[src/mpf_regs.svh]
// register indices, field positions, reset values and timing counts for pause flow control
`ifndef MPF_REGS_SVH
`define MPF_REGS_SVH

// register indices; byte address is four times the index
`define MPF_IDX_CTRL 12'h700
`define MPF_IDX_SW_REQ 12'h701
`define MPF_IDX_CLASS_EN 12'h702
`define MPF_IDX_Q_SEL 12'h703
`define MPF_IDX_Q_VAL 12'h704
`define MPF_IDX_HOLDOFF 12'h705
`define MPF_IDX_STATUS 12'h706
`define MPF_IDX_ADDR_LOW 12'h707
`define MPF_IDX_ADDR_HIGH 12'h708

// control register fields
`define MPF_CTRL_PROC_EN 0
`define MPF_CTRL_FWD 1
`define MPF_CTRL_HONOR 2
`define MPF_CTRL_RETX 3

// reset values
`define MPF_RST_PROC_EN 1'b1
`define MPF_RST_FWD 1'b0
`define MPF_RST_HONOR 1'b1
`define MPF_RST_RETX 1'b0
`define MPF_RST_CLASS_EN 8'hFF
`define MPF_RST_ADDR_LOW 32'hC28001
`define MPF_RST_ADDR_HIGH 16'h0100

// frame constants
`define MPF_PAUSE_DA 48'h010000C28001
`define MPF_PAUSE_TYPE 16'h8808
`define MPF_OP_STD 16'h0001
`define MPF_OP_PRIO 16'h0101
`define MPF_XON_QUANTA 16'h0000

// one quantum is 512 bit times at the link rate
`define MPF_QUANTUM_BITS 512
`define MPF_LINK_GBPS 100
`define MPF_QUANTUM_PS (`MPF_QUANTUM_BITS * 1000 / `MPF_LINK_GBPS)
`define MPF_CLK_PS 25000
`define MPF_QUANTUM_CLKS ((`MPF_QUANTUM_PS + `MPF_CLK_PS - 1) / `MPF_CLK_PS)

`endif

[src/mpf_pkg.sv]
// types shared by the pause flow control block
package mpf_pkg;

  typedef enum logic [0:0] {
    MPF_TX_IDLE,
    MPF_TX_SEND
  } mpf_tx_state_t;

  typedef struct packed {
    mpf_tx_state_t tx_st;
    logic proc_en;
    logic fwd;
    logic honor;
    logic retx;
    logic [7:0] sw_req;
    logic [7:0] class_en;
    logic [2:0] q_sel;
    logic [7:0][15:0] quanta;
    logic [15:0] holdoff;
    logic [31:0] addr_low;
    logic [15:0] addr_high;
    logic [7:0] req_q;
    logic [7:0] xoff_pend;
    logic [7:0] xon_pend;
    logic hold_run;
    logic [15:0] hold_cnt;
    logic [7:0] pre;
    logic [7:0][15:0] tmr;
    logic [7:0] match;
    logic suspend;
    logic [31:0] prdata;
    logic pslverr;
    logic pf_valid;
    logic pf_xoff;
    logic [15:0] pf_opcode;
    logic [15:0] pf_prio_en;
    logic [7:0][15:0] pf_time;
    logic rx_verdict;
    logic rx_drop;
  } mpf_state_t;

endpackage : mpf_pkg

[src/mpf_flow_ctrl.sv]
// pause frame generation, reception filtering and pause timing with apb registers
//
// Our own choice: register access over APB.
`include "mpf_regs.svh"
`timescale 1ns/1ps
`default_nettype none

module mpf_flow_ctrl
  import mpf_pkg::*;
#(
  parameter int N_CLASS = 1,
  parameter bit PRIO_MODE = 1'b0,
  parameter bit RUNT_FILTER = 1'b1,
  parameter int QUANTUM_CLKS = `MPF_QUANTUM_CLKS
)
(
  input wire logic pclk,
  input wire logic presetn,
  input wire logic psel,
  input wire logic penable,
  input wire logic pwrite,
  input wire logic [15:0] paddr,
  input wire logic [31:0] pwdata,
  output logic [31:0] prdata,
  output logic pready,
  output logic pslverr,
  input wire logic [N_CLASS-1:0] client_pause_request,
  input wire logic tx_frame_busy,
  output logic pf_valid,
  input wire logic pf_ready,
  output logic pf_xoff,
  output logic [47:0] pf_dest,
  output logic [15:0] pf_type,
  output logic [15:0] pf_opcode,
  output logic [15:0] pf_prio_en,
  output logic [127:0] pf_time,
  input wire logic rx_hdr_valid,
  input wire logic [47:0] rx_dest,
  input wire logic [15:0] rx_type,
  input wire logic [15:0] rx_opcode,
  input wire logic rx_len_ok,
  input wire logic rx_runt,
  input wire logic rx_fcs_err,
  input wire logic [15:0] rx_prio_en,
  input wire logic [127:0] rx_time,
  output logic rx_verdict_valid,
  output logic rx_drop,
  output logic [N_CLASS-1:0] rx_pause_match,
  output logic tx_pause_suspend
);

  // quantum length rounds up so a pause never runs short; at the default
  // clock a quantum is under one cycle, so every cycle is a tick
  localparam logic [7:0] QCLK = 8'(QUANTUM_CLKS);
  localparam logic [7:0] CMASK = 8'((9'h001 << N_CLASS) - 9'h001);

  mpf_state_t r;
  mpf_state_t n;

  logic [7:0] cli;
  logic [7:0] eff;
  logic [7:0] rise;
  logic [7:0] fall;
  logic [11:0] idx;
  logic wr;
  logic setup;
  logic tick;
  logic is_pause;
  logic addr_hit;
  logic act;
  logic bad;
  logic [7:0] take;
  logic launched;
  logic [7:0] sent_xoff;
  logic [7:0] sent_xon;
  logic type_hit;
  logic op_hit;

  always_comb
  begin
    n = r;
    cli = 8'h00;
    cli[N_CLASS-1:0] = client_pause_request;
    idx = paddr[13:2];
    wr = psel && penable && pwrite;
    setup = psel && !penable;
    tick = (r.pre == QCLK - 8'h01);
    take = 8'h00;

    // register writes take effect in the access phase
    if (wr)
    begin
      unique case (idx)
        `MPF_IDX_CTRL:
        begin
          n.proc_en = pwdata[`MPF_CTRL_PROC_EN];
          n.fwd = pwdata[`MPF_CTRL_FWD];
          n.honor = pwdata[`MPF_CTRL_HONOR];
          n.retx = pwdata[`MPF_CTRL_RETX];
        end
        `MPF_IDX_SW_REQ:
        begin
          n.sw_req = pwdata[7:0] & CMASK;
        end
        `MPF_IDX_CLASS_EN:
        begin
          n.class_en = pwdata[7:0] & CMASK;
        end
        `MPF_IDX_Q_SEL:
        begin
          n.q_sel = pwdata[2:0];
        end
        // value stored under the selected class
        `MPF_IDX_Q_VAL:
        begin
          n.quanta[r.q_sel] = pwdata[15:0];
        end
        `MPF_IDX_HOLDOFF:
        begin
          n.holdoff = pwdata[15:0];
        end
        `MPF_IDX_ADDR_LOW:
        begin
          n.addr_low = pwdata;
        end
        `MPF_IDX_ADDR_HIGH:
        begin
          n.addr_high = pwdata[15:0];
        end
        // status is read-only: a write there is ignored without an error
        default: ;
      endcase
    end

    // read data and error latched in the setup phase so they come from flops
    if (setup)
    begin
      n.pslverr = 1'b0;
      unique case (idx)
        `MPF_IDX_CTRL: n.prdata = {28'h0, r.retx, r.honor, r.fwd, r.proc_en};
        `MPF_IDX_SW_REQ: n.prdata = {24'h0, r.sw_req};
        `MPF_IDX_CLASS_EN: n.prdata = {24'h0, r.class_en & CMASK};
        `MPF_IDX_Q_SEL: n.prdata = {29'h0, r.q_sel};
        `MPF_IDX_Q_VAL: n.prdata = {16'h0, r.quanta[r.q_sel]};
        `MPF_IDX_HOLDOFF: n.prdata = {16'h0, r.holdoff};
        `MPF_IDX_STATUS: n.prdata = {14'h0, r.suspend, r.pf_valid, r.match, r.req_q};
        `MPF_IDX_ADDR_LOW: n.prdata = r.addr_low;
        `MPF_IDX_ADDR_HIGH: n.prdata = {16'h0, r.addr_high};
        default:
        begin
          n.prdata = 32'h0;
          n.pslverr = 1'b1;
        end
      endcase
    end

    n.pre = tick ? 8'h00 : r.pre + 8'h01;

    // software register and client line are ored into one level
    eff = (cli | r.sw_req) & CMASK;
    // history holds the combined level, so a second source adds no edge
    n.req_q = eff;
    // xoff on a fresh rise of an enabled class, or again at hold-off end while retx is set
    rise = eff & ~r.req_q & r.class_en;
    fall = ~eff & r.req_q & r.class_en;
    // a level already high raises no new edge, so no extra xoff except the retx resend after hold-off

    // hold-off timer restarts from each sent xoff and ends after exactly
    // the programmed quanta; a load of zero still waits one quantum
    if (r.hold_run && tick)
    begin
      if (r.hold_cnt <= 16'h0001)
      begin
        n.hold_run = 1'b0;
        n.hold_cnt = 16'h0000;
        // persisting request resends xoff after hold-off
        if (r.retx)
        begin
          rise = rise | (eff & r.class_en);
        end
      end
      else
      begin
        n.hold_cnt = r.hold_cnt - 16'h0001;
      end
    end

    // frame launch waits for the current frame to finish
    unique case (r.tx_st)
      MPF_TX_IDLE:
      begin
        // xoff beats xon so a congested receiver is protected first
        if (((r.xoff_pend | r.xon_pend) != 8'h00) && !tx_frame_busy)
        begin
          n.tx_st = MPF_TX_SEND;
          n.pf_valid = 1'b1;
          n.pf_xoff = (r.xoff_pend != 8'h00);
          take = n.pf_xoff ? r.xoff_pend : r.xon_pend;
          n.pf_time = '0;
          n.pf_prio_en = PRIO_MODE ? {8'h00, take} : 16'h0000;
          // opcode by mode; xon time fields stay zero
          n.pf_opcode = PRIO_MODE ? `MPF_OP_PRIO : `MPF_OP_STD;
          if (n.pf_xoff)
          begin
            for (int i = 0; i < 8; i++)
            begin
              // time field n carries quanta of class n
              if (take[i])
              begin
                n.pf_time[i] = r.quanta[i];
              end
            end
          end
          else
          begin
            n.pf_time[0] = `MPF_XON_QUANTA;
          end
        end
      end
      MPF_TX_SEND:
      begin
        if (pf_ready)
        begin
          n.tx_st = MPF_TX_IDLE;
          n.pf_valid = 1'b0;
          // hold-off starts only once the xoff has really left
          if (r.pf_xoff)
          begin
            n.hold_run = 1'b1;
            n.hold_cnt = r.holdoff;
          end
        end
      end
    endcase

    // bits taken by the frame launched this cycle leave their pending set
    launched = (r.tx_st == MPF_TX_IDLE) && n.pf_valid;
    sent_xoff = (launched && n.pf_xoff) ? take : 8'h00;
    sent_xon = (launched && !n.pf_xoff) ? take : 8'h00;
    // newest edge wins and cancels the opposite frame still waiting, so the
    // last frame on the link matches the final request level as long as the class stays set in class_en
    for (int i = 0; i < 8; i++)
    begin
      if (rise[i])
      begin
        n.xoff_pend[i] = 1'b1;
        n.xon_pend[i] = 1'b0;
      end
      else if (fall[i])
      begin
        n.xoff_pend[i] = 1'b0;
        n.xon_pend[i] = 1'b1;
      end
      else
      begin
        n.xoff_pend[i] = r.xoff_pend[i] && !sent_xoff[i];
        n.xon_pend[i] = r.xon_pend[i] && !sent_xon[i];
      end
    end

    // pause recognised by length, type and the opcode of this mode
    type_hit = (rx_type == `MPF_PAUSE_TYPE);
    op_hit = (rx_opcode == (PRIO_MODE ? `MPF_OP_PRIO : `MPF_OP_STD));
    is_pause = rx_len_ok && type_hit && op_hit;
    // reserved multicast or the configured 48-bit address
    addr_hit = (rx_dest == `MPF_PAUSE_DA) || (rx_dest == {r.addr_high, r.addr_low});
    bad = rx_runt || rx_fcs_err;
    // processing gate and, in standard mode only, runt or fcs filter
    act = rx_hdr_valid && is_pause && addr_hit && r.proc_en
      && !(RUNT_FILTER && !PRIO_MODE && bad);
    n.rx_verdict = rx_hdr_valid;
    // drop matches unless forwarding and processing are on
    n.rx_drop = rx_hdr_valid && is_pause && addr_hit && (!r.proc_en || !r.fwd);

    for (int i = 0; i < 8; i++)
    begin
      if (tick && (r.tmr[i] != 16'h0000))
      begin
        n.tmr[i] = r.tmr[i] - 16'h0001;
      end
      // newest quanta overrides the running count
      // a decrement in the same cycle loses to the received value
      if (act && (i < N_CLASS))
      begin
        if (!PRIO_MODE && (i == 0))
        begin
          n.tmr[i] = rx_time[15:0];
        end
        else if (PRIO_MODE && rx_prio_en[i])
        begin
          n.tmr[i] = rx_time[16*i +: 16];
        end
      end
      // match bit held while class is paused
      n.match[i] = (n.tmr[i] != 16'h0000) && (i < N_CLASS);
    end

    n.suspend = PRIO_MODE ? (n.match != 8'h00) : (n.match[0] && r.honor);
  end

  always_ff @(posedge pclk or negedge presetn)
  begin
    if (!presetn)
    begin
      r <= '0;
      r.tx_st <= MPF_TX_IDLE;
      r.proc_en <= `MPF_RST_PROC_EN;
      r.fwd <= `MPF_RST_FWD;
      r.honor <= `MPF_RST_HONOR;
      r.retx <= `MPF_RST_RETX;
      r.class_en <= `MPF_RST_CLASS_EN;
      r.addr_low <= `MPF_RST_ADDR_LOW;
      r.addr_high <= `MPF_RST_ADDR_HIGH;
    end
    else
    begin
      r <= n;
    end
  end

  // zero-wait slave: access phase always completes in one cycle
  assign pready = 1'b1;
  assign prdata = r.prdata;
  assign pslverr = r.pslverr;
  assign pf_valid = r.pf_valid;
  assign pf_xoff = r.pf_xoff;
  // header constants are wired, not stored
  assign pf_dest = `MPF_PAUSE_DA;
  assign pf_type = `MPF_PAUSE_TYPE;
  assign pf_opcode = r.pf_opcode;
  assign pf_prio_en = r.pf_prio_en;
  assign pf_time = r.pf_time;
  assign rx_verdict_valid = r.rx_verdict;
  assign rx_drop = r.rx_drop;
  assign rx_pause_match = r.match[N_CLASS-1:0];
  assign tx_pause_suspend = r.suspend;

endmodule : mpf_flow_ctrl

`default_nettype wire

[config.mk]
export PLATFORM = sky130hd
export DESIGN_NAME = mpf_flow_ctrl
export DESIGN_NICKNAME = d
export VERILOG_FILES = /design/src/mpf_pkg.sv /design/src/mpf_flow_ctrl.sv
export VERILOG_INCLUDE_DIRS = /design/src
export SDC_FILE = /design/constraint.sdc
export NUM_CORES = 1
export LEC_CHECK = 0
export ABC_AREA = 1
export BUFFER_PORTS_ARGS = -buffer_cell sky130_fd_sc_hd__buf_2
export CORE_AREA = 4 4 212 214
export CTS_CLUSTER_SIZE = 10
export DETAILED_ROUTE_END_ITERATION = 10
export DIE_AREA = 0 0 216 218
export GPL_ROUTABILITY_DRIVEN = 0
export HOLD_SLACK_MARGIN = 0.02
export PLACE_DENSITY = 0.76
export SETUP_SLACK_MARGIN = 0.5
export SYNTH_ARGS = -nofsm -noshare
export SYNTH_HDL_FRONTEND = slang
export SYNTH_SLANG_ARGS = --single-unit
[constraint.sdc]
create_clock -name pclk -period 2.4 [get_ports pclk]
set_input_delay 0.12 -clock pclk [delete_from_list [all_inputs] [get_ports pclk]]
set_output_delay 0.12 -clock pclk [all_outputs]
set_load 0.05 [all_outputs]
==> implementation parameters <==
Parameter                              Value

STA
  Tcrit/Tclk final ... 0.9160
  Final min period ... 2.198 ns
  Slew HR ... 0.3535
  Slew at the pin closest to its max-slew limit ... 0.9687 ns
  Clock skew after layout ... 0.02303 ns
  Maximum clock frequency ... 454.9 MHz
  Final count of pins violating max slew ... 0
  Number of failing setup endpoints in the final timing report ... 0
  Total negative setup slack ... 0 ns
  Final Hold Vio Count ... 0
  Setup repair after global routing missed its margin ... true
  Hold WS ... 0.04660 ns

GRT
  GR Overflow Total ... 0
  Global routing usage summed across all routing layers ... 0.2866
  Wire length of the first global-routing pass ... 104,700 um
  Antenna violations before repair ... 9
  Largest net degree at the start of global routing ... 110
  Via count of the first global-routing pass ... 18,080

Setup path
  Capturing point of the worst reg2reg path ... prdata[15]
  R2R Path Start ... r[577]
  Worst reg-to-reg path cell count ... 12
  Req. time, crit path ... 2.90 ns
  Crit path DAT ... 2.70 ns
  Critical path start-end classification ... register to register
  End point of the critical path ... prdata[15]
  Worst Setup Start Kind ... register
  Largest fanout on the critical path ... 7
  First element of the critical path ... r[577]
  Worst R2R Setup Slack ... 0.20 ns
  Worst setup EP type ... register

Power
  Internal power summed over all cells ... 12.04 mW
  VDD IR-drop max ... 461.3 uV
  Fraction of power consumed by combinational cells ... 0.167
  Lkg Pwr ... 12.83 nW
  Sequential fraction of design power ... 0.445
  Clk pwr share ... 0.388
  Switching power summed over all nets ... 5.090 mW
  Total power per unit cell area ... 658.0 mW/mm2
  Sw Share ... 0.2972

Drt
  Uppermost signal routing layer after detailed routing ... met5
  Via total after detailed routing ... 19,260
  Antenna-violating nets left ... 0
  Overall routed net length ... 73,800 um
  First-pass iteration count of the detailed router ... 7
  Via density ... 5.651
  Starting DRT DRC Count ... 2,594
  Post-DR wirelength/cell ... 21.65 um
  Routed length on met1 ... 26,220 um
  Residual DRC ... 0
  Met3 Wirelength ... 8296 um
  Detail Route met2 WL ... 34,580 um

Clock tree
  Clk buf depth ... 3
  Clock root buffer ... clkbuf_16
  CTS clock-pin slew for the worst setup and hold paths ... 0.06 ns
  Clock tree sinks ... 428
  Maximum level of the CTS H-tree ... 2
  Cts bufs inserted ... 49
  TritonCTS clock tree ... yes
  Clock latency at the later pin of the worst-skew pair ... 0.58 ns

Layout
  Fraction of layout instances using a drive strength above 1 ... 0.2661
  Layout overhead on the synthesized area ... 20.26%
  Post-route core utilization ... 0.6069
  Net count, final ... 3,088

Logic synthesis
  Cell types with the highest counts after synthesis ... nand2_1, dfrtp_1, buf_4
  Syn. warnings ... 0
  Synth async-reset ratio ... 1.000
  Post-synth EDFFs ... 0
  Number of standard cells after synthesis ... 2,501
  Cell with the most instances after synthesis ... nand2_1
  Most area-consuming cells after synthesis ... dfrtp_1, nand2_1, buf_4
  #FFs+latches synth ... 428
  Syn Area/Cell ... 8.654 um2
  Mapped cell area ... 0.02164 mm2
  Yosys cell types ... 57
  Share of the synthesized area in the top cell type ... 0.4844
  Sequential cell area fraction in the yosys report ... 0.4954
  Most used DFF post-synth ... dfrtp_1
  Biggest area consumer among synthesized cells ... dfrtp_1

Status
  Status ... complete, no violations

Placed design
  Post-DP HPWL ... 49,960 um
  Port buffer count ... 319

Die
  Effective utilization at floorplan ... 0.5047
  Core area ... 0.04289 mm2
  Die ar. ... 0.04709 mm2
  Chip Width ... 216 um
  Placement Rows ... 76
  Number of primary I/O pins ... 548
  Die Span Y ... 218 um

Flow run
  MaxCap Viol Count ... 0

Worst hold path
  Hold crit path type ... input pin to register
metal layers:
layer,up-vias,track usage
met5,-,0
met4,8,0.1272
met3,317,0.07008
met2,1356,0.4791
met1,9131,0.3553
li1,8452,-
cell usage in the layout, fill, tap and decap left out, types with 28 or more instances in the layout:
cell and n:
a32o_1 52, buf_2 319, buf_4 122, clkbuf_16 51, conb_1 96, dfrtp_1 416, dlygate4sd3_1 39, inv_1 210
nand2_1 612, nand3_1 42, nand4_1 32, nor2_1 95, o21ai_0 235, o21ai_1 30, o22ai_1 28, o31ai_1 28
xnor2_1 42
timing repair:
action	4_1_cts	5_1_grt
pin swaps	35	63
cloned	3	3
hold endpoints to repair	186	0
buffers inserted	31	43
endpoints found under the setup margin	59	145
gates resized for setup	101	134
hold buffers	39	0
critical path: stages, from the launching register on:
cell and delay [ns]:
dfrtp_1 0.42, buf_6 0.14, buf_6 0.11, buf_8 0.14, nand3_4 0.14, buf_6 0.17, nor2_1 0.09, a21oi_1 0.14
o221ai_1 0.17, o41ai_2 0.26, buf_4 0.20, o21ai_2 0.08, nand2_1 0.07
logic make-up (layout without fill, tap and decap cells):
kind of cell / after synthesis / after routing / synth area share
AO/OA/AOI/OAI: 471 / 471 / 0.1343
XOR/XNOR: 57 / 57 / 0.02307
adder cells (fa/ha/maj): 6 / 6 / 0.003469
buffers and inverters: 610 / 832 / 0.1541
flip-flops: 428 / 428 / 0.4954
multiplexers: 16 / 16 / 0.008325
other: 2 / 101 / 0.0003470
AND/OR/NAND/NOR: 911 / 913 / 0.1810
worst min path at each step:
stage               startpoint           end  cells after the start
detailed placement     presetn   pf_time[26]                      1
global placement       presetn   pf_time[23]                      1
floorplan              presetn  pf_opcode[0]                      0
CTS                   paddr[2]        r[586]                      5
global route          paddr[2]        r[578]                      5
finish                paddr[2]        r[586]                      5
layout make-up:
class	count	area (um2)
inverters	238	917.1
multi-input cells	1559	8762
flip-flops and latches	428	10730
fillers	3442	16860
diodes	5	12.51
clock buffers	70	1345
well taps	585	732.0
repair buffers	522	3516
clock inverters	2	17.52
registers in the layout, indices dropped and copies added, names as in the netlist:
name,count
tx_pause_suspend,1
prdata,32
rx_drop,1
rx_verdict_valid,1
pf_valid,1
pf_opcode,1
pf_xoff,1
pslverr,1
rx_pause_match,1
r,260
pf_time,128
power groups by stage:
stage          Combinational, mW  Clock, mW  Sequential (mW)
3_5_place_dp                2.21          0             7.68
4_1_cts                     2.37       6.69             7.57
5_1_grt                     3.06       7.00             7.62
2_1_floorplan               1.55          0             7.69
3_3_place_gp                2.14          0             7.67
6_report                    2.86       6.65             7.61
metrics by stage:
step	setup slack, ns	instances	total power, mW	instance area, um2
5_1_grt	0.09896	3405	17.68	26020
2_1_floorplan	0.5005	2595	9.234	22000
3_3_place_gp	0.1604	3213	9.805	22660
6_report	0.2016	3409	17.12	26030
3_5_place_dp	0.1201	3213	9.895	22660
4_1_cts	0.2771	3358	16.63	25060
Power figures use the tool's default switching activity.
